`src/verilog/sarc_pkg.sv`:
```
// Shared constants, types and lane function of the converter control block
package sarc_pkg;
   // ----------------------------------------------------------------
   // Widths
   // ----------------------------------------------------------------
   localparam int RESULT_W = 16;
   localparam int BYTE_W = 8;
   localparam int CNT_W = 11;
   localparam int BUF_DEPTH = 2;

   // ----------------------------------------------------------------
   // Timing
   // ----------------------------------------------------------------
   localparam int CLK_PERIOD_NS = 4;
   localparam int CONV_TIME_NS = 7600;
   // Least time, so round up
   localparam int CONV_CYC = (CONV_TIME_NS + CLK_PERIOD_NS - 1) / CLK_PERIOD_NS;
   localparam logic [CNT_W-1:0] CONV_LAST = CNT_W'(CONV_CYC - 1);
   localparam logic [CNT_W-1:0] CNT_RST = 11'h000;

   // ----------------------------------------------------------------
   // Reset values
   // ----------------------------------------------------------------
   localparam logic [RESULT_W-1:0] RESULT_RST = 16'h0000;
   localparam logic [1:0] LEVEL_RST = 2'h3;

   // ----------------------------------------------------------------
   // Types
   // ----------------------------------------------------------------
   typedef enum logic [1:0] {SARC_TRACK, SARC_CONVERT, SARC_RELEASE} sarc_state_t;

   // Byte select low: high byte stays on the upper lanes; high: bytes swap
   function automatic logic [RESULT_W-1:0] sarc_lanes(input logic [RESULT_W-1:0] word,
                                                      input logic byte_low);
      sarc_lanes = byte_low ? {word[BYTE_W-1:0], word[RESULT_W-1:BYTE_W]} : word;
   endfunction
endpackage

```
`src/verilog/sarc_top.sv`:
```
// Convert/read control, result buffer and three-state parallel output
`timescale 1ns/100ps

// Function
// - Both lines low puts sample-and-hold in hold and starts converting.
// - Busy goes low at start, rises after the result register updates.
// - Result is two's complement, MSB on the top data line.
// - Convert commands are ignored while busy is low.
// - At conversion end the sample-and-hold returns to tracking.
// - Select and read/convert are a level OR; both low starts, any order.
// - Select high: no action, data bus floats.
// - Select falling with read/convert low starts a conversion, bus floats.
// - Read/convert falling with select low starts a conversion, bus floats.
// - Select low, read/convert high: new result appears as busy rises.
// - Select falling with read/convert high when idle drives latest result.
// - Reading during a conversion returns the previous result.
// - Select tied low: bus driven when read/convert high, floats when low.
// - Byte select low gives upper byte on the lanes, high the lower byte.
// - Previous result stays valid after a start until one cycle before busy rises.
module sarc_top
   import sarc_pkg::*;
(
   // Clock and reset
   input wire logic CLK_SYS_IN,
   input wire logic RST_N_IN,
   // Host control pins
   input wire logic CS_N_IN,
   input wire logic RD_CONV_N_IN,
   input wire logic BYTE_SEL_IN,
   // Result stream from the approximation core
   input wire logic [RESULT_W-1:0] RESULT_DATA_IN,
   input wire logic RESULT_VALID_IN,
   output logic RESULT_READY_OUT,
   // Status and analog control
   output logic BUSY_N_OUT,
   output logic HOLD_OUT,
   // Parallel data bus
   output logic [RESULT_W-1:0] DATA_OUT,
   output logic DATA_OE_N_OUT
);
   // ----------------------------------------------------------------
   // Reset release and pin synchronisers
   // ----------------------------------------------------------------
   logic rst_meta;
   logic rst_n;
   logic [1:0] cs_pipe;
   logic [1:0] rc_pipe;
   logic [1:0] byte_pipe;
   logic cs_s;
   logic rc_s;
   logic byte_s;

   always_ff @(posedge CLK_SYS_IN or negedge RST_N_IN) begin
      if (!RST_N_IN) begin
         rst_meta <= 1'b0;
         rst_n <= 1'b0;
      end else begin
         rst_meta <= 1'b1;
         rst_n <= rst_meta;
      end
   end

   // Only the second stage is ever read
   always_ff @(posedge CLK_SYS_IN or negedge rst_n) begin
      if (!rst_n) begin
         cs_pipe <= LEVEL_RST;
         rc_pipe <= LEVEL_RST;
         byte_pipe <= 2'h0;
      end else begin
         cs_pipe <= {cs_pipe[0], CS_N_IN};
         rc_pipe <= {rc_pipe[0], RD_CONV_N_IN};
         byte_pipe <= {byte_pipe[0], BYTE_SEL_IN};
      end
   end

   assign cs_s = cs_pipe[1];
   assign rc_s = rc_pipe[1];
   assign byte_s = byte_pipe[1];

   // ----------------------------------------------------------------
   // Two-entry result buffer
   // ----------------------------------------------------------------
   logic [RESULT_W-1:0] buf_word [BUF_DEPTH];
   logic [RESULT_W-1:0] next_buf_word [BUF_DEPTH];
   logic [1:0] buf_cnt;
   logic [1:0] next_buf_cnt;
   logic buf_wr;
   logic next_buf_wr;
   logic buf_rd;
   logic next_buf_rd;
   logic next_ready;
   logic push;
   logic pop;
   logic buf_valid;

   assign buf_valid = (buf_cnt != 2'h0);
   assign push = RESULT_VALID_IN && RESULT_READY_OUT;

   // Core stalls once both entries wait for a slow conversion end
   always_comb begin
      next_buf_word = buf_word;
      next_buf_wr = buf_wr;
      next_buf_rd = buf_rd;
      next_buf_cnt = buf_cnt;
      if (push) begin
         next_buf_word[buf_wr] = RESULT_DATA_IN;
         next_buf_wr = ~buf_wr;
      end
      if (pop) begin
         next_buf_rd = ~buf_rd;
      end
      next_buf_cnt = buf_cnt + {1'b0, push} - {1'b0, pop};
      next_ready = (next_buf_cnt != 2'(BUF_DEPTH));
   end

   always_ff @(posedge CLK_SYS_IN or negedge rst_n) begin
      if (!rst_n) begin
         buf_word[0] <= RESULT_RST;
         buf_word[1] <= RESULT_RST;
         buf_cnt <= 2'h0;
         buf_wr <= 1'b0;
         buf_rd <= 1'b0;
         RESULT_READY_OUT <= 1'b0;
      end else begin
         buf_word <= next_buf_word;
         buf_cnt <= next_buf_cnt;
         buf_wr <= next_buf_wr;
         buf_rd <= next_buf_rd;
         RESULT_READY_OUT <= next_ready;
      end
   end

   // ----------------------------------------------------------------
   // Conversion sequencer
   // ----------------------------------------------------------------
   sarc_state_t state;
   sarc_state_t next_state;
   logic [CNT_W-1:0] cnt;
   logic [CNT_W-1:0] next_cnt;
   logic [RESULT_W-1:0] result;
   logic [RESULT_W-1:0] next_result;
   logic next_busy_n;
   logic next_hold;
   logic start;

   // Level OR of both lines; only looked at while tracking
   assign start = !cs_s && !rc_s;

   always_comb begin
      next_state = state;
      next_cnt = cnt;
      next_result = result;
      next_busy_n = BUSY_N_OUT;
      next_hold = HOLD_OUT;
      pop = 1'b0;
      unique case (state)
         SARC_TRACK: begin
            // Lines still low after release restart at once, unacquired
            if (start) begin
               next_state = SARC_CONVERT;
               next_cnt = CNT_RST;
               next_hold = 1'b1;
               next_busy_n = 1'b0;
            end
         end
         SARC_CONVERT: begin
            // Pins are not looked at here, so commands are dropped
            if (cnt != CONV_LAST) begin
               next_cnt = cnt + 11'h001;
            end else if (buf_valid) begin
               next_result = buf_word[buf_rd];
               pop = 1'b1;
               next_state = SARC_RELEASE;
            end
         end
         SARC_RELEASE: begin
            next_busy_n = 1'b1;
            next_hold = 1'b0;
            next_state = SARC_TRACK;
         end
         default: begin
            next_state = SARC_TRACK;
         end
      endcase
   end

   always_ff @(posedge CLK_SYS_IN or negedge rst_n) begin
      if (!rst_n) begin
         state <= SARC_TRACK;
         cnt <= CNT_RST;
         result <= RESULT_RST;
         BUSY_N_OUT <= 1'b1;
         HOLD_OUT <= 1'b0;
      end else begin
         state <= next_state;
         cnt <= next_cnt;
         result <= next_result;
         BUSY_N_OUT <= next_busy_n;
         HOLD_OUT <= next_hold;
      end
   end

   // ----------------------------------------------------------------
   // Parallel output
   // ----------------------------------------------------------------
   logic [RESULT_W-1:0] next_data;
   logic next_oe_n;

   // Data follows next_result so the new word lands with result, one cycle before busy rises
   always_comb begin
      next_data = sarc_lanes(next_result, byte_s);
      next_oe_n = !(!cs_s && rc_s);
   end

   always_ff @(posedge CLK_SYS_IN or negedge rst_n) begin
      if (!rst_n) begin
         DATA_OUT <= RESULT_RST;
         DATA_OE_N_OUT <= 1'b1;
      end else begin
         DATA_OUT <= next_data;
         DATA_OE_N_OUT <= next_oe_n;
      end
   end
endmodule

```
`config.mk`:
```
export PLATFORM = sky130hd
export DESIGN_NAME = sarc_top
export DESIGN_NICKNAME = d
export VERILOG_FILES = /design/src/verilog/sarc_pkg.sv /design/src/verilog/sarc_top.sv
export SDC_FILE = /design/constraint.sdc
export NUM_CORES = 1
export LEC_CHECK = 0
export BUFFER_PORTS_ARGS = -buffer_cell sky130_fd_sc_hd__buf_2
export CELL_PAD_IN_SITES_DETAIL_PLACEMENT = 1
export CELL_PAD_IN_SITES_GLOBAL_PLACEMENT = 2
export CORE_MARGIN = 5
export CORE_UTILIZATION = 46
export DETAILED_ROUTE_END_ITERATION = 10
export HOLD_SLACK_MARGIN = 0.12
export PLACE_DENSITY_LB_ADDON = 0.1
export SYNTH_ARGS = -nofsm -noshare
export SYNTH_HDL_FRONTEND = slang
export SYNTH_SLANG_ARGS = --single-unit
```
`constraint.sdc`:
```
create_clock -name CLK_SYS_IN -period 6.6 [get_ports CLK_SYS_IN]
set_clock_uncertainty 0.1 [all_clocks]
set_input_delay 0.66 -clock CLK_SYS_IN [delete_from_list [all_inputs] [get_ports CLK_SYS_IN]]
set_output_delay 0.66 -clock CLK_SYS_IN [all_outputs]
set_load 0.01 [all_outputs]
```
Word level (Yosys, flattened, before mapping)
Cells that the tools add are included.

storage, ports and cells
  register bits after elaboration = 93
  latch bits = 0
  RAM bits = 0
  memory bits (read-only) = 0
  input port bits = 22
  output and inout bits = 20
  logic and storage cells = 74
  memories kept = 0

operators by class
  $add $sub $neg = 3
  multipliers = 0
  div/mod/pow operators = 0
  order comparisons = 3
  equal/unequal tests = 8
  shifts and indexed selects = 0
  mux-type cells = 24
  bitwise operators = 4
  reductions and logical operators = 14

operators with widths
  kind                   number
  $mux 16                8
  $bwmux 32              1
  $mux 11                2
  $pmux 11 s2            1
  $demux 16 s1           1
  $add 11x1->11 const B  1
  $ne 11x11->1 const B   1
  $ne 2x2->1 const B     5
  $mux 2                 3
  $reduce_and 3->1       2
  $reduce_bool 2->1      3
  $mux 1                 5
  $ge 2x2->1 const B     2
  $logic_and 1x1->1      4
  $not 1->2              2
  $pmux 1 s2             2
  $pmux 2 s2             1
  $logic_not 1->1        3
  $add 2x1->2            1
  $eq 2x1->1 const B     1
  $eq 2x2->1 const B     1
  $logic_not 2->1        1
  $lt 2x1->1 const B     1
  $not 1->1              2
  2 further kinds        2

Logic depth before layout (Yosys ltp)
  depth after elaboration = 8
  depth in mapped cells = 13
  mapped depth without buffers = 10

Least setup slack after synthesis
No wires, ideal clock.

  kind = flip-flop to flip-flop
  start point = register cnt[0]
  end point = register RESULT_READY_OUT
  setup time = 123 ps
  data arrival time = 2188 ps
  data required time = 6377 ps
  path slack = 4189 ps
  stages on the path, launching flop included = 14
  buffers on the path = 3
  clock period less this slack = 2411 ps
  path through = dfrtp_1 -> ha_1 -> nand4bb_1 -> nor4_2 -> and2_1 -> buf_6 -> buf_12 -> buf_12 -> ha_1 -> inv_1 -> ha_1 -> xnor2_1 -> xnor2_1 -> nand2b_1

on the way
  word-level cells in the longest chain between the ends = 5

ends and longest elaborated chain
  what                      RTL line         RTL
  start: declaration        sarc_top.sv:138  logic [CNT_W-1:0] cnt;
  start signal: assignment  sarc_top.sv:196  cnt <= next_cnt;
  $ne 11x11->1              sarc_top.sv:168  if (cnt != CONV_LAST) begin
  $mux 1                    sarc_top.sv:168
  $mux 1                    sarc_top.sv:156  unique case (state)
  net pop                   sarc_top.sv:93   logic pop;
  $sub 2x1->2               sarc_top.sv:112  next_buf_cnt = buf_cnt + {1'b0, push} - {1'b0, pop};
  net next_buf_cnt[1]       sarc_top.sv:86   logic [1:0] next_buf_cnt;
  $ne 2x2->1                sarc_top.sv:113  next_ready = (next_buf_cnt != 2'(BUF_DEPTH));
  net next_ready            sarc_top.sv:91   logic next_ready;
  end signal: assignment    sarc_top.sv:129  RESULT_READY_OUT <= next_ready;
  end: declaration          sarc_top.sv:33   output logic RESULT_READY_OUT,

The timed path passes the listed nets, and every way through them passes these cells.
A chain may end at the register's enable or synchronous reset.

Final worst setup path
  start point = register cnt[1]
  end point = register RESULT_READY_OUT

on the way
  word-level cells in the longest chain between the ends = 5

ends and longest elaborated chain
  what                 RTL line
  $ne 11x11->1         sarc_top.sv:168
  $mux 1               sarc_top.sv:168
  $mux 1               sarc_top.sv:156
  $sub 2x1->2          sarc_top.sv:112
  net next_buf_cnt[1]  sarc_top.sv:86
  $ne 2x2->1           sarc_top.sv:113
  net next_ready       sarc_top.sv:91

The timed path passes the listed nets, and every way through them passes these cells.

==> results.yml <==
synth:
  synth_mux_area_share_pct: 28.37
  syn_area_um2: 4101
  synth_warnings: 0
  synth_nets: 290
  synth_top_family_by_area: "multiplexers"
  async_reset_ff_share_pct: 100.0
  synth_area_leaders: "dfrtp_1, mux2_2, mux4_1"
  synth_top_flop_cell: "dfrtp_1"
  yosys.area.top_type: "dfrtp_1"
  synth-adder-area-share_pct: 0.9152
  ys_seq_area_share_pct: 56.92
  synth_top_area_share_pct: 53.08
  synth_compound_area_share_pct: 2.807
  syn_avg_cell_area_um2: 15.48
  synth_xor_area_share_pct: 1.068
  synth_edf_count: 0
  synth_cells: 265
  synth_cell_type_count: 44
  synth-simple-area-share_pct: 6.986
  ys_seq_elements: 93
sta:
  finalCritPeriodShare_pct: 45.33
  grt_setup_unrepaired: "no"
  max_clock_freq_mhz: 334.2
  min_period_ns: 2.992
  final.setup.tns_ns: 0
  postLayoutSetupSlackWorst_ns: 3.608
  drv_slew: 0
  worstMarginPinSlew_ns: 1.006
  final-hold-violation-count: 0
  slew_headroom_pct: 32.77
  setup_viol: 0
global_route:
  top_usage_layer: "met2"
  grt_pass1_vias: 2488
  grt_first_pass_wirelength_mm: 12.64
  antenna_found_initial: 0
  use_met2_pct: 22.31
  use_met1_pct: 20.40
  grt_start_max_net_pins: 68
  overflow: 0
  grt_use_total_pct: 14.47
  grt_use_met3_pct: 3.786
die:
  core-area_um2: 8721
  die_h_um: 104.4
  die_x_um: 104.4
  initial_core_util_pct: 47.03
  rows: 34
  die-area_um2: 10900
  pin_count: 42
clocking:
  clk_pin_slew_ns: 0.09
  clock_latency_ns: 0.35
  clkSinkCount: 93
  cts_tree: "done"
  h-tree-depth: 3
  cts_buffers: 9
  cts_max_path_buffers: 2
  cts_root_buf: "clkbuf_8"
final_layout:
  layout-drive-gt1-share_pct: 46.15
  stdcell_area_um2: 4563
  final_common_cell: "dfrtp_1"
  diodes: 0
  multi_input_area_um2: 1652
  seq_area_um2: 2338
  nets: 332
  fillers: 855
  areaGrowthSynthToFinish_pct: 11.26
  final_cell_mix: "dfrtp_1, mux2_2, buf_2"
pwr:
  power.internal_mw: 1.033
  p_seq_share_pct: 52.4
  p_leak_nw: 2.174
  power_frac_clock_pct: 26.7
  p_per_area_nw_per_um2: 310.4
  p_sw_mw: 0.3830
  power_frac_comb_pct: 20.9
  peakVddDrop_mv: 0.2083
  swShare_pct: 27.04
  finalPower_mw: 1.416
setup_path:
  required_ns: 6.74
  cp.arrival_ns: 3.13
  crit_fanout: 34
  endpoint_kind: "register"
  critPathKind: "reg2reg"
  cp-start-kind: "register"
placed_design:
  gp_congestion: 0.7797
  io_buffer_count: 41
  placed_area_um2: 4353
  dp_hpwl_mm: 5.053
  pre_cts_ws_ns: 3.611
routing:
  drt_first_pass_iters: 4
  via_per_inst: 5.429
  drc: 0
  wl_mm: 7.446
  wl_per_cell_um: 17.73
  antenna_left: 0
  vias: 2280
  drt_iter0_drc: 51
status:
  status: "completed"
min_path:
  hold_class: "reg2async"
flow_run:
  cap_violations: 0
## power groups by stage
stage	logic, mW	clock network [mW]	registers (mW)
finish	0.296	0.378	0.743
global route	0.326	0.418	0.760
CTS	0.299	0.394	0.745
detailed placement	0.297	0	0.757
global placement	0.285	0	0.752
floorplan	0.226	0	0.743
## synthesized netlist by cell type, types with 3 or more instances
| cell | n |
|---|---|
| mux4_1 | 9 |
| and2_1 | 4 |
| dfstp_2 | 6 |
| o21ai_0 | 6 |
| dfrtp_1 | 87 |
| ha_1 | 3 |
| nand2_1 | 12 |
| mux2_4 | 10 |
| nand3_1 | 3 |
| mux4_2 | 7 |
| nand2b_1 | 5 |
| buf_2 | 3 |
| xor2_1 | 3 |
| mux2_2 | 55 |
| nor2_1 | 4 |
| clkbuf_1 | 4 |
| buf_12 | 3 |
| nand4_1 | 4 |
## metrics by stage
stage,std cells,hold WS (ns),util [%]
global placement,403,0.1343,49.91
CTS,420,0.1472,52.32
detailed placement,403,0.1406,49.91
finish,420,0.1299,52.32
global route,420,0.1762,52.32
floorplan,265,0.2312,-
## metal layers
layer  up-vias  routed length (um)
li1       1058                   -
met1      1179                3648
met2        36                3415
met3         7                 312
met4         0                  70
met5         -                   0
## state kept, by name (all words and copies together) (netlist names)
register          count
state                 2
DATA_OE_N_OUT         1
BUSY_N_OUT            1
cnt                  11
buf_word             32
rst_meta              1
buf_rd                1
RESULT_READY_OUT      1
buf_wr                1
DATA_OUT             16
buf_cnt               2
HOLD_OUT              1
rc_pipe               2
rst_n                 1
byte_pipe             2
result               16
cs_pipe               2
## path summary, 6_finish.rpt
check / end / slack (ns) / cells after the start / start
max: RESULT_READY_OUT$_DFF_PN0_ / 3.61 / 10 / cnt[1]$_DFFE_PN0P_
min: buf_cnt[0]$_DFF_PN0_ / 0.13 / 0 / rst_n$_DFF_PN0_
max reg2reg: RESULT_READY_OUT$_DFF_PN0_ / 3.61 / 10 / cnt[1]$_DFFE_PN0P_
min reg2reg: buf_cnt[0]$_DFF_PN0_ / 0.13 / 0 / rst_n$_DFF_PN0_
max in group asynchronous: buf_word[23]$_DFFE_PN0P_ / 5.12 / 1 / rst_n$_DFF_PN0_
min in group CLK_SYS_IN: cs_pipe[1]$_DFF_PN1_ / 0.26 / 0 / cs_pipe[0]$_DFF_PN1_
## logic make-up after synthesis
family | Yosys count
flip-flops | 93
multiplexers | 81
AND/OR/NAND/NOR | 49
AO/OA/AOI/OAI | 18
buffers and inverters | 15
XOR/XNOR | 5
adder cells (fa/ha/maj) | 3
other | 1
## area by class of cell
cell class / count / area share, %
multi-input cells: 157 / 36.19
clock buffers: 10 / 2.797
inverters: 2 / 0.1645
repair buffers: 44 / 5.045
well taps: 108 / 2.961
flip-flops and latches: 93 / 51.25
clock inverters: 6 / 1.590
## what timing repair did
item                                   in CTS  in global routing
endpoints found under the hold margin       2                  0
hold buffers                                1                  0
resized for setup                           0                  0
setup buffers                               0                  0
## worst max-delay path, stage by stage (launching register included)
cell and delay (ns):
dfrtp_1 0.40, ha_1 0.23, nand4bb_1 0.15, nor4_2 0.22, and2_2 0.80, ha_1 0.37
inv_1 0.05, ha_1 0.14, xnor2_1 0.14, xnor2_1 0.17, nand2b_1 0.09
(Power assumes the default switching activity.)
